[src/common/rcb_pkg.sv]
// Package with register map, field positions, timing counts and carrier types of the reset-cause block.
package rcb_pkg;

  // ==========================================================
  // Register map
  localparam logic [7:0] ADDR_CAUSE = 8'hA2;
  localparam logic [7:0] ADDR_BOD = 8'hA3;
  localparam logic [7:0] ADDR_IRQ_STATUS = 8'hB0;
  localparam logic [7:0] ADDR_IRQ_MASK = 8'hB1;

  // ==========================================================
  // Field positions of reset_cause_flags
  localparam int CAUSE_SOFT_BIT = 7;
  localparam int CAUSE_PIN_BIT = 6;
  localparam int CAUSE_HARD_BIT = 5;
  localparam int CAUSE_GP_BIT = 3;

  // ==========================================================
  // Field positions of brownout_control and config_byte_two
  localparam int BOD_EN_BIT = 7;
  localparam int BOD_THR_MSB = 6;
  localparam int BOD_THR_LSB = 4;
  localparam int BOD_FLAG_BIT = 3;
  localparam int BOD_RSTEN_BIT = 2;
  localparam int BOD_RSTF_BIT = 1;
  localparam int BOD_STAT_BIT = 0;

  // ==========================================================
  // Interrupt status and mask layout
  localparam int EVT_W = 5;
  localparam int EVT_SOFT = 0;
  localparam int EVT_PIN = 1;
  localparam int EVT_HARD = 2;
  localparam int EVT_CROSS = 3;
  localparam int EVT_BOR = 4;

  // ==========================================================
  // Reset values and timing counts
  localparam logic [EVT_W-1:0] IRQ_MASK_RESET = 5'h00;
  localparam logic [EVT_W-1:0] IRQ_STATUS_RESET = 5'h00;
  localparam logic [1:0] BOD_SETTLE_TICKS = 2'h3;

  // ==========================================================
  // Detection level codes of the threshold field
  typedef enum logic [1:0] {
    RCB_LVL_4V4 = 2'b00,
    RCB_LVL_3V7 = 2'b01,
    RCB_LVL_2V7 = 2'b10,
    RCB_LVL_2V2 = 2'b11
  } rcb_level_t;

  // ==========================================================
  // Register port request
  typedef struct packed {
    logic [7:0] addr;
    logic [7:0] wdata;
    logic wr;
    logic rd;
  } rcb_bus_req_t;

endpackage

[src/rtl/rcb_ctrl.sv]
// Reset cause flags and brown-out detector control with register port and interrupt.
//
// Functional notes
// - A software reset event sets the software reset cause flag at bit 7 of reset_cause_flags.
// - A reset through the external pin sets the pin reset cause flag at bit 6.
// - A program counter past the flash size sets the hard fault flag, bit 5, and requests a reset unless debug_mode is set without debug_reset_enable.
// - Bit 3 of reset_cause_flags is a general purpose flag with no hardware effect.
// - The detector output is ignored until enough slow oscillator clocks pass after enabling.
// - Threshold code 11 is 2.2V, 10 is 2.7V, 01 is 3.7V and 00 is 4.4V.
// - Any supply crossing while the detector is enabled and settled sets the brown-out event flag; its request needs both enables.
// - With brown-out reset enable high a supply below threshold requests a device reset.
// - A brown-out caused reset sets the brown-out reset cause flag at bit 1.
// - Read-only live status is 1 only while enabled, valid and below threshold.
// - After every reset enable, threshold and reset enable reload from config_byte_two.
//
// Local design decision: strobed register access.
`timescale 1ns/10ps

module rcb_ctrl (
  // Clock and reset
  input wire logic clk,
  input wire logic rst_b,
  // Register port
  input wire rcb_pkg::rcb_bus_req_t bus_req,
  output logic [7:0] bus_rdata,
  // Reset sources and reset controller
  input wire logic chip_reset,
  input wire logic soft_reset_evt,
  input wire logic reset_pin_active,
  input wire logic pc_overflow,
  input wire logic debug_mode,
  input wire logic debug_reset_enable,
  output logic hard_fault_reset_req,
  output logic brownout_reset_req,
  // Configuration and interrupt enables
  input wire logic [7:0] config_byte_two,
  input wire logic brownout_irq_enable,
  input wire logic global_irq_enable,
  // Analog detector
  input wire logic low_speed_internal_osc,
  input wire logic brownout_below,
  output logic brownout_detector_enable,
  output logic [1:0] brownout_threshold_select,
  // Interrupts
  output logic brownout_irq,
  output logic irq
);

  typedef struct packed {
    logic loaded;
    logic pin_meta;
    logic pin_sync;
    logic pin_prev;
    logic below_meta;
    logic below_sync;
    logic osc_meta;
    logic osc_sync;
    logic osc_prev;
    logic [1:0] settle_cnt;
    logic valid_q;
    logic soft_reset_cause_flag;
    logic pin_reset_cause_flag;
    logic hard_fault_cause_flag;
    logic general_flag_two;
    logic bod_en;
    logic [2:0] thr;
    logic brownout_event_flag;
    logic brownout_reset_enable;
    logic brownout_reset_cause_flag;
    logic brownout_live_status;
    logic [rcb_pkg::EVT_W-1:0] irq_status;
    logic [rcb_pkg::EVT_W-1:0] irq_mask;
    logic [7:0] rdata;
    logic hf_req;
    logic bo_req;
    logic bo_irq;
    logic irq;
  } rcb_state_t;

  rcb_state_t s;
  rcb_state_t next_s;
  logic pin_event;
  logic osc_tick;
  logic valid;
  logic crossing;
  logic bo_fire;
  logic hf_reset;
  logic wr_cause;
  logic wr_bod;
  logic [rcb_pkg::EVT_W-1:0] events;
  logic [7:0] cause_rd;
  logic [7:0] bod_rd;

  always_comb begin
    next_s = s;
    // ========================================================
    // Synchronisers for pin, comparator and slow oscillator
    next_s.pin_meta = reset_pin_active;
    next_s.pin_sync = s.pin_meta;
    next_s.pin_prev = s.pin_sync;
    next_s.below_meta = brownout_below;
    next_s.below_sync = s.below_meta;
    next_s.osc_meta = low_speed_internal_osc;
    next_s.osc_sync = s.osc_meta;
    next_s.osc_prev = s.osc_sync;
    pin_event = s.pin_sync & ~s.pin_prev;
    osc_tick = s.osc_sync & ~s.osc_prev;

    // ========================================================
    // Detector settling and live status
    // settle count after enable
    if (!s.bod_en) begin
      next_s.settle_cnt = 2'h0;
    end else if (osc_tick && s.settle_cnt != rcb_pkg::BOD_SETTLE_TICKS) begin
      next_s.settle_cnt = s.settle_cnt + 2'h1;
    end
    valid = s.bod_en && (s.settle_cnt == rcb_pkg::BOD_SETTLE_TICKS);
    next_s.valid_q = valid;
    next_s.brownout_live_status = valid & s.below_sync;
    crossing = valid && s.valid_q && (s.below_sync != s.brownout_live_status);
    // drop below threshold resets only when enabled
    bo_fire = valid && s.below_sync && s.brownout_reset_enable;
    // debug mode suppresses the hard fault reset unless debug_reset_enable is set
    hf_reset = pc_overflow && !(debug_mode && !debug_reset_enable);

    // ========================================================
    // Software writes, then hardware sets win over them
    wr_cause = bus_req.wr && (bus_req.addr == rcb_pkg::ADDR_CAUSE);
    wr_bod = bus_req.wr && (bus_req.addr == rcb_pkg::ADDR_BOD);
    // flags change only by software or by their cause
    if (wr_cause) begin
      next_s.soft_reset_cause_flag = bus_req.wdata[rcb_pkg::CAUSE_SOFT_BIT];
      next_s.pin_reset_cause_flag = bus_req.wdata[rcb_pkg::CAUSE_PIN_BIT];
      next_s.hard_fault_cause_flag = bus_req.wdata[rcb_pkg::CAUSE_HARD_BIT];
      next_s.general_flag_two = bus_req.wdata[rcb_pkg::CAUSE_GP_BIT];
    end
    if (wr_bod) begin
      next_s.bod_en = bus_req.wdata[rcb_pkg::BOD_EN_BIT];
      next_s.thr = bus_req.wdata[rcb_pkg::BOD_THR_MSB:rcb_pkg::BOD_THR_LSB];
      next_s.brownout_event_flag = bus_req.wdata[rcb_pkg::BOD_FLAG_BIT];
      next_s.brownout_reset_enable = bus_req.wdata[rcb_pkg::BOD_RSTEN_BIT];
      next_s.brownout_reset_cause_flag = bus_req.wdata[rcb_pkg::BOD_RSTF_BIT];
    end
    if (soft_reset_evt) begin
      next_s.soft_reset_cause_flag = 1'b1;
    end
    if (pin_event) begin
      next_s.pin_reset_cause_flag = 1'b1;
    end
    if (pc_overflow) begin
      next_s.hard_fault_cause_flag = 1'b1;
    end
    if (crossing) begin
      next_s.brownout_event_flag = 1'b1;
    end
    if (bo_fire) begin
      next_s.brownout_reset_cause_flag = 1'b1;
    end

    // ========================================================
    // Reload from the configuration byte after every reset
    // reload overrides a write in the same cycle
    next_s.loaded = 1'b1;
    if (!s.loaded || chip_reset) begin
      next_s.bod_en = config_byte_two[rcb_pkg::BOD_EN_BIT];
      next_s.thr = config_byte_two[rcb_pkg::BOD_THR_MSB:rcb_pkg::BOD_THR_LSB];
      next_s.brownout_reset_enable = config_byte_two[rcb_pkg::BOD_RSTEN_BIT];
      next_s.settle_cnt = 2'h0;
    end

    // ========================================================
    // Interrupt status, mask and outputs
    events = '0;
    events[rcb_pkg::EVT_SOFT] = soft_reset_evt;
    events[rcb_pkg::EVT_PIN] = pin_event;
    events[rcb_pkg::EVT_HARD] = pc_overflow;
    events[rcb_pkg::EVT_CROSS] = crossing;
    events[rcb_pkg::EVT_BOR] = bo_fire;
    // A set in the clearing cycle survives, so no event is lost.
    if (bus_req.wr && bus_req.addr == rcb_pkg::ADDR_IRQ_STATUS) begin
      next_s.irq_status = s.irq_status & ~bus_req.wdata[rcb_pkg::EVT_W-1:0];
    end
    next_s.irq_status = next_s.irq_status | events;
    if (bus_req.wr && bus_req.addr == rcb_pkg::ADDR_IRQ_MASK) begin
      next_s.irq_mask = bus_req.wdata[rcb_pkg::EVT_W-1:0];
    end
    next_s.irq = |(next_s.irq_status & next_s.irq_mask);
    next_s.bo_irq = next_s.brownout_event_flag & brownout_irq_enable & global_irq_enable;
    next_s.hf_req = hf_reset;
    next_s.bo_req = bo_fire;

    // ========================================================
    // Read data, one cycle after the strobe
    cause_rd = 8'h00;
    cause_rd[rcb_pkg::CAUSE_SOFT_BIT] = s.soft_reset_cause_flag;
    cause_rd[rcb_pkg::CAUSE_PIN_BIT] = s.pin_reset_cause_flag;
    cause_rd[rcb_pkg::CAUSE_HARD_BIT] = s.hard_fault_cause_flag;
    cause_rd[rcb_pkg::CAUSE_GP_BIT] = s.general_flag_two;
    bod_rd = 8'h00;
    bod_rd[rcb_pkg::BOD_EN_BIT] = s.bod_en;
    bod_rd[rcb_pkg::BOD_THR_MSB:rcb_pkg::BOD_THR_LSB] = s.thr;
    bod_rd[rcb_pkg::BOD_FLAG_BIT] = s.brownout_event_flag;
    bod_rd[rcb_pkg::BOD_RSTEN_BIT] = s.brownout_reset_enable;
    bod_rd[rcb_pkg::BOD_RSTF_BIT] = s.brownout_reset_cause_flag;
    bod_rd[rcb_pkg::BOD_STAT_BIT] = s.brownout_live_status;
    next_s.rdata = 8'h00;
    if (bus_req.rd) begin
      case (bus_req.addr)
        rcb_pkg::ADDR_CAUSE: begin
          next_s.rdata = cause_rd;
        end
        rcb_pkg::ADDR_BOD: begin
          next_s.rdata = bod_rd;
        end
        rcb_pkg::ADDR_IRQ_STATUS: begin
          next_s.rdata = {3'h0, s.irq_status};
        end
        rcb_pkg::ADDR_IRQ_MASK: begin
          next_s.rdata = {3'h0, s.irq_mask};
        end
        default: begin
          next_s.rdata = 8'h00;
        end
      endcase
    end
  end

  // ==========================================================
  // State register
  // Power-on reset clears everything; the configuration reload follows one edge later.
  always_ff @(posedge clk) begin
    if (!rst_b) begin
      s <= '0;
    end else begin
      s <= next_s;
    end
  end

  // ==========================================================
  // Outputs
  assign bus_rdata = s.rdata;
  assign hard_fault_reset_req = s.hf_req;
  assign brownout_reset_req = s.bo_req;
  assign brownout_detector_enable = s.bod_en;
  // low two bits of the field pick the level
  assign brownout_threshold_select = s.thr[1:0];
  assign brownout_irq = s.bo_irq;
  assign irq = s.irq;

endmodule
[config.mk]
export PLATFORM = sky130hd
export DESIGN_NAME = rcb_ctrl
export DESIGN_NICKNAME = d
export VERILOG_FILES = /design/src/common/rcb_pkg.sv /design/src/rtl/rcb_ctrl.sv
export SDC_FILE = /design/constraint.sdc
export NUM_CORES = 1
export LEC_CHECK = 0
export ABC_CLOCK_PERIOD_IN_PS = 5200
export BUFFER_PORTS_ARGS = -buffer_cell sky130_fd_sc_hd__buf_2
export CAP_MARGIN = 20
export CORE_MARGIN = 4
export CORE_UTILIZATION = 55
export DETAILED_ROUTE_END_ITERATION = 10
export MAX_ROUTING_LAYER = met4
export PLACE_DENSITY_LB_ADDON = 0.08
export SYNTH_ARGS = -nofsm -noshare
export SYNTH_HDL_FRONTEND = slang
export SYNTH_SLANG_ARGS = --single-unit
[constraint.sdc]
create_clock -name clk -period 5.2 [get_ports clk]
set_clock_uncertainty 0.1 [all_clocks]
set_input_delay 1.04 -clock clk [delete_from_list [all_inputs] [get_ports clk]]
set_output_delay 1.04 -clock clk [all_outputs]
set_load 0.05 [all_outputs]
; After elaboration in Yosys (flattened, before gate mapping)
; Index checks and enable logic that the tools add are counted.
[totals]
register_bits = 46
inputBits = 38
output_inout_bits = 15
wordCells = 90
[classes]
add_sub_neg = 1
n_eq_ne = 7
n_mux = 17
bitwise = 13
reduce_logical = 24
[op_table]
columns = operator, count
row1 = $mux 46, 1
row2 = $eq 8x8->1 const B, 4
row3 = $pmux 8 s4, 1
row4 = $logic_and 1x1->1, 12
row5 = $and 5x5->5, 2
row6 = $mux 5, 2
row7 = $reduce_bool 2->1, 5
row8 = $mux 4, 2
row9 = $mux 8, 1
row10 = $mux 7, 1
row11 = $mux 1, 6
row12 = $mux 2, 3
row13 = $and 1x1->1, 5
row14 = $not 5->5, 1
row15 = $or 5x5->5, 1
row16 = $reduce_or 5->1, 1
row17 = $not 1->1, 4
row18 = $logic_not 1->1, 3
row19 = $reduce_or 3->1, 1
row20 = $add 2x1->2 const B, 1
row21 = $eq 2x2->1 const B, 1
row22 = $ne 2x2->1 const B, 1
row23 = $reduce_and 2->1, 1
row24 = $logic_or 1x1->1, 1
row25 = $ne 1x1->1, 1

; Logic depth before layout (Yosys ltp)
[depth]
ltp_word = 8
ltp_mapped = 8

; Worst setup path after synthesis
; Ideal clock, no wire load.
[synth_path]
path_type = input to register
startpoint = input bus_req[16] (netlist name)
endpoint = register s (netlist bit cause_rd[5])
setup_time_ns = 0.115
arrival_ns = 2.297
required_ns = 4.985
setup_slack_ns = 2.688
cell_stages = 8
path_cell_list = and3b_1 buf_6 and3_1 buf_6 and2_4 buf_6 mux2_4 o21a_1
[synth_between]
elab_chain_cells = 3
[synth_lines]
columns = item, line_no
row1 = start: declaration, rcb_ctrl.sv:24  ; input wire rcb_pkg::rcb_bus_req_t bus_req,
row2 = $eq 8x8->1, rcb_ctrl.sv:128  ; wr_cause = bus_req.wr && (bus_req.addr == rcb_pkg::ADDR_CAUSE);
row3 = $logic_and 1x1->1, rcb_ctrl.sv:128
row4 = $reduce_bool 2->1 (no source line), n/a
row5 = end signal: assignment, rcb_ctrl.sv:235  ; s <= next_s;
row6 = end: declaration, rcb_ctrl.sv:80  ; rcb_state_t s;
; No other way between the ends.
; A chain may end at the register's enable or synchronous reset.

; Final worst setup path
[layout_path]
startpoint = input bus_req[16] (netlist name)
endpoint = register s (netlist bit cause_rd[7])
; Same word-level chain as after synthesis.

==> metrics.txt <==
# TYPE chip_impl_metric gauge
chip_impl_metric{name="p_int",unit="W"} 0.000489
chip_impl_metric{name="cp.required",unit="ns"} 5.36
chip_impl_metric{name="antenna-diode-count",unit=""} 0
chip_impl_metric{name="vdd.ir_drop.worst",unit="mV"} 0.206
chip_impl_info{name="synth.top_cells.by_area",value="dfxtp_1 (46%), mux2i_1 (9.0%), buf_4 (4.5%), and2_1 (3.5%), nor2b_1 (3.5%)"} 1
chip_impl_metric{name="timing.hold.worst_path_depth",unit=""} 1
chip_impl_metric{name="finalNetCount",unit=""} 265
chip_impl_metric{name="ys_seq_elements",unit=""} 46
chip_impl_metric{name="cts.repair_timing.setup_buffer_count",unit=""} 0
chip_impl_metric{name="power.share.switching",unit=""} 0.234
chip_impl_metric{name="detail_route.wl_per_cell",unit="µm"} 14.7
chip_impl_info{name="synth_top_area_cell",value="dfxtp_1"} 1
chip_impl_metric{name="finalHoldViolations",unit=""} 0
chip_impl_metric{name="htree_num_levels",unit=""} 2
chip_impl_metric{name="chipWidth",unit="µm"} 68.2
chip_impl_metric{name="holdBufCountCts",unit=""} 0
chip_impl_metric{name="yosysSeqAreaShare",unit=""} 0.462
chip_impl_info{name="critical_path_startpoint_category",value="input port"} 1
chip_impl_info{name="critPathCaptureType",value="register"} 1
chip_impl_info{name="outcome",value="finished, final reports clean"} 1
chip_impl_metric{name="globalRouteOverflowTotal",unit=""} 0
chip_impl_metric{name="cellPowerDensity",unit="nW/µm²"} 287
chip_impl_metric{name="net-switching-power",unit="W"} 0.000150
chip_impl_metric{name="timing.max_cap.violations",unit=""} 0
chip_impl_metric{name="net_count_synth",unit=""} 230
chip_impl_metric{name="die_height",unit="µm"} 68.2
chip_impl_info{name="synth_top_flop_cell",value="dfxtp_1"} 1
chip_impl_info{name="hold_start",value="next_s[40]"} 1
chip_impl_metric{name="via_count",unit=""} 1456
chip_impl_metric{name="comb_power_share",unit=""} 0.088
chip_impl_metric{name="grt_pass1_vias",unit=""} 1456
chip_impl_metric{name="yosysUniqueCellTypes",unit=""} 39
chip_impl_info{name="hold-path-endpoint",value="s[40]"} 1
chip_impl_metric{name="max_clock_freq",unit="MHz"} 395
chip_impl_info{name="grt_setup_unrepaired",value="false"} 1
chip_impl_metric{name="drt_first_pass_iters",unit=""} 4
chip_impl_metric{name="post-dp-hpwl",unit="µm"} 2990
chip_impl_info{name="critical_path.reg2reg.endpoint",value="irq"} 1
chip_impl_metric{name="timing.final.crit_share",unit=""} 0.487
chip_impl_metric{name="dieArea",unit="µm²"} 4650
chip_impl_metric{name="syn-instance-count",unit=""} 191
chip_impl_metric{name="setup_ws",unit="ns"} 2.67
chip_impl_metric{name="power_frac_seq",unit=""} 0.575
chip_impl_metric{name="setup_viol_count_final",unit=""} 0
chip_impl_metric{name="total_leakage_power",unit="nW"} 1.01
chip_impl_metric{name="reg2regPathDepth",unit=""} 5
chip_impl_metric{name="final-max-slew-violation-count",unit=""} 0
chip_impl_metric{name="setup.reg_to_reg.worst_slack",unit="ns"} 3.63
chip_impl_info{name="holdCritPathClass",value="register to register"} 1
chip_impl_metric{name="number_of_synthesized_flops_with_an_enable_pin",unit=""} 0
chip_impl_metric{name="gp_congestion",unit=""} 0.789
chip_impl_metric{name="synth.cell_area",unit="µm²"} 1990
chip_impl_metric{name="cts.path.max_buffers",unit=""} 2
chip_impl_metric{name="tritoncts_sinks",unit=""} 46
chip_impl_metric{name="path_clk_slew",unit="ns"} 0.14
chip_impl_metric{name="routed_wire_length",unit="µm"} 4020
chip_impl_metric{name="area_growth",unit="%"} 11.5
chip_impl_metric{name="drc_violations_left",unit=""} 0
chip_impl_metric{name="fin_total_pwr",unit="W"} 0.000639
chip_impl_info{name="worstSetupPathType",value="input port to register"} 1
chip_impl_metric{name="placeableCoreArea",unit="µm²"} 3420
chip_impl_metric{name="timing_worst_slew_pin_value",unit="ns"} 0.646
chip_impl_metric{name="pwr-share-clk",unit=""} 0.337
chip_impl_info{name="rr_startpoint",value="s[35]"} 1
chip_impl_metric{name="final_layout_size_suffix_gt1_frac",unit=""} 0.291
chip_impl_metric{name="syn_avg_cell_area",unit="µm²"} 10.4
chip_impl_metric{name="postSynth.asyncResetShare",unit=""} 0
chip_impl_info{name="clock-root-buffer",value="clkbuf_4"} 1
chip_impl_metric{name="start_util",unit=""} 0.584
chip_impl_metric{name="via_per_inst",unit=""} 5.33
chip_impl_metric{name="yosys_warnings",unit=""} 0
chip_impl_metric{name="slew_headroom",unit=""} 0.568
chip_impl_metric{name="buffer_ports.inserted",unit=""} 49
chip_impl_metric{name="dr.first_iter.drc_count",unit=""} 79
chip_impl_metric{name="ctsResizeCount",unit=""} 0
chip_impl_metric{name="detailedPlace.worstSlack",unit="ns"} 2.29
chip_impl_metric{name="cts_made_buffers",unit=""} 5
chip_impl_info{name="synth.cells.most_frequent",value="dfxtp_1 (46), mux2i_1 (18), buf_4 (12)"} 1
chip_impl_metric{name="final.min_clock_period",unit="ns"} 2.53
chip_impl_metric{name="final.setup.tns",unit="ns"} 0
chip_impl_metric{name="worstSkewPairLatency",unit="ns"} 0.34
chip_impl_info{name="yosys.cell_count.top_type",value="dfxtp_1"} 1
chip_impl_metric{name="antenna_left",unit=""} 0
chip_impl_metric{name="grt.total_usage",unit=""} 0.197
chip_impl_metric{name="grt_pass1_wl",unit="µm"} 6610
chip_impl_metric{name="synth_largest_type_area_fraction",unit=""} 0.462
chip_impl_metric{name="antenna_violations_before_repair",unit=""} 0
chip_impl_metric{name="rows",unit=""} 21
chip_impl_info{name="tritoncts",value="built"} 1
chip_impl_info{name="timing.critical_path.from",value="bus_req[16]"} 1
chip_impl_metric{name="crit_path_max_fanout",unit=""} 10
chip_impl_metric{name="timing.critical_path.arrival",unit="ns"} 2.69
chip_impl_metric{name="ioPinCount",unit=""} 53
chip_impl_metric{name="grt_max_degree",unit=""} 37
## cell usage in the layout (no fill, tap or decap), types with 2 or more instances in the layout
cell type,Yosys,routed
a21boi_1,2,2
mux2i_1,18,18
buf_2,1,49
o21a_1,2,2
a21oi_1,7,7
nand3b_1,4,4
and2b_1,2,2
dfxtp_1,46,46
mux2_2,2,2
nand2_1,10,10
nand4_1,9,9
a22o_1,4,4
o22ai_1,2,2
and2_1,11,11
a21boi_0,4,4
mux2_4,2,2
nor2_1,8,8
o211a_1,5,5
clkbuf_4,0,5
xor2_1,2,2
nor2b_1,11,11
and3_1,4,4
## how the worst max path moves through the flow
| stage | to | slack [ns] | cells past startpoint |
|---|---|---|---|
| after floorplan | cause_rd[5] | 2.69 | 8 |
| after global placement | cause_rd[5] | 2.30 | 6 |
| after detailed placement | cause_rd[7] | 2.29 | 6 |
| after CTS | cause_rd[7] | 2.68 | 6 |
| after global routing | brownout_irq | 2.55 | 6 |
| final | cause_rd[7] | 2.67 | 6 |
## cell families after synthesis
family,after synthesis,share of synthesized area
AND/OR/NAND/NOR,69,0.218
flip-flops,46,0.462
AO/OA/AOI/OAI,28,0.105
buffers and inverters,22,0.0797
multiplexers,22,0.117
XOR/XNOR,3,0.0132
adder cells (fa/ha/maj),1,0.00627
## metrics by stage
step                      utilization  hold WS (ns)  std cells  area [µm²]
final                           0.651         0.349        273        2220
after CTS                       0.651         0.352        273        2220
after global routing            0.651         0.367        273        2220
after detailed placement        0.627         0.319        265        2140
after global placement          0.627         0.315        265        2140
after floorplan                     -         0.312        191        1990
## critical path: stages
cell     delay (ns)
buf_2          0.09
and3b_1        0.44
and3_1         0.39
and2_4         0.25
mux2_4         0.30
o21a_1         0.17
## registers in the layout, summed over array words and instances, names as in the netlist
signal / count
s: 17
bus_rdata: 8
bod_rd: 5
next_s: 5
cause_rd: 4
brownout_threshold_select: 2
brownout_detector_enable: 1
brownout_irq: 1
brownout_reset_req: 1
hard_fault_reset_req: 1
irq: 1
## power groups by stage
stage	sequential, W	clock [W]	combinational, W
floorplan	0.000377	0	0.0000338
global placement	0.000375	0	0.0000547
detailed placement	0.000375	0	0.0000560
CTS	0.000368	0.000222	0.0000564
global route	0.000369	0.000235	0.0000613
finish	0.000368	0.000215	0.0000561
## cell type report
type / count / area [µm²]
timing repair buffer: 49 / 245
fill: 313 / 1190
inverter: 1 / 3.75
sequential: 46 / 921
clock buffer: 5 / 37.5
clock inverter: 3 / 43.8
tap: 46 / 57.6
multi-input combinational: 123 / 915
## layer usage
metal	routed length, µm	share of wire	up-vias	global-route usage
met5	0	0	-	-
met4	25	0.0062	0	0.0645
met3	255	0.063	4	0.0378
met2	2060	0.51	43	0.345
met1	1690	0.42	683	0.224
li1	-	-	726	-
(Power assumes the default switching activity.)
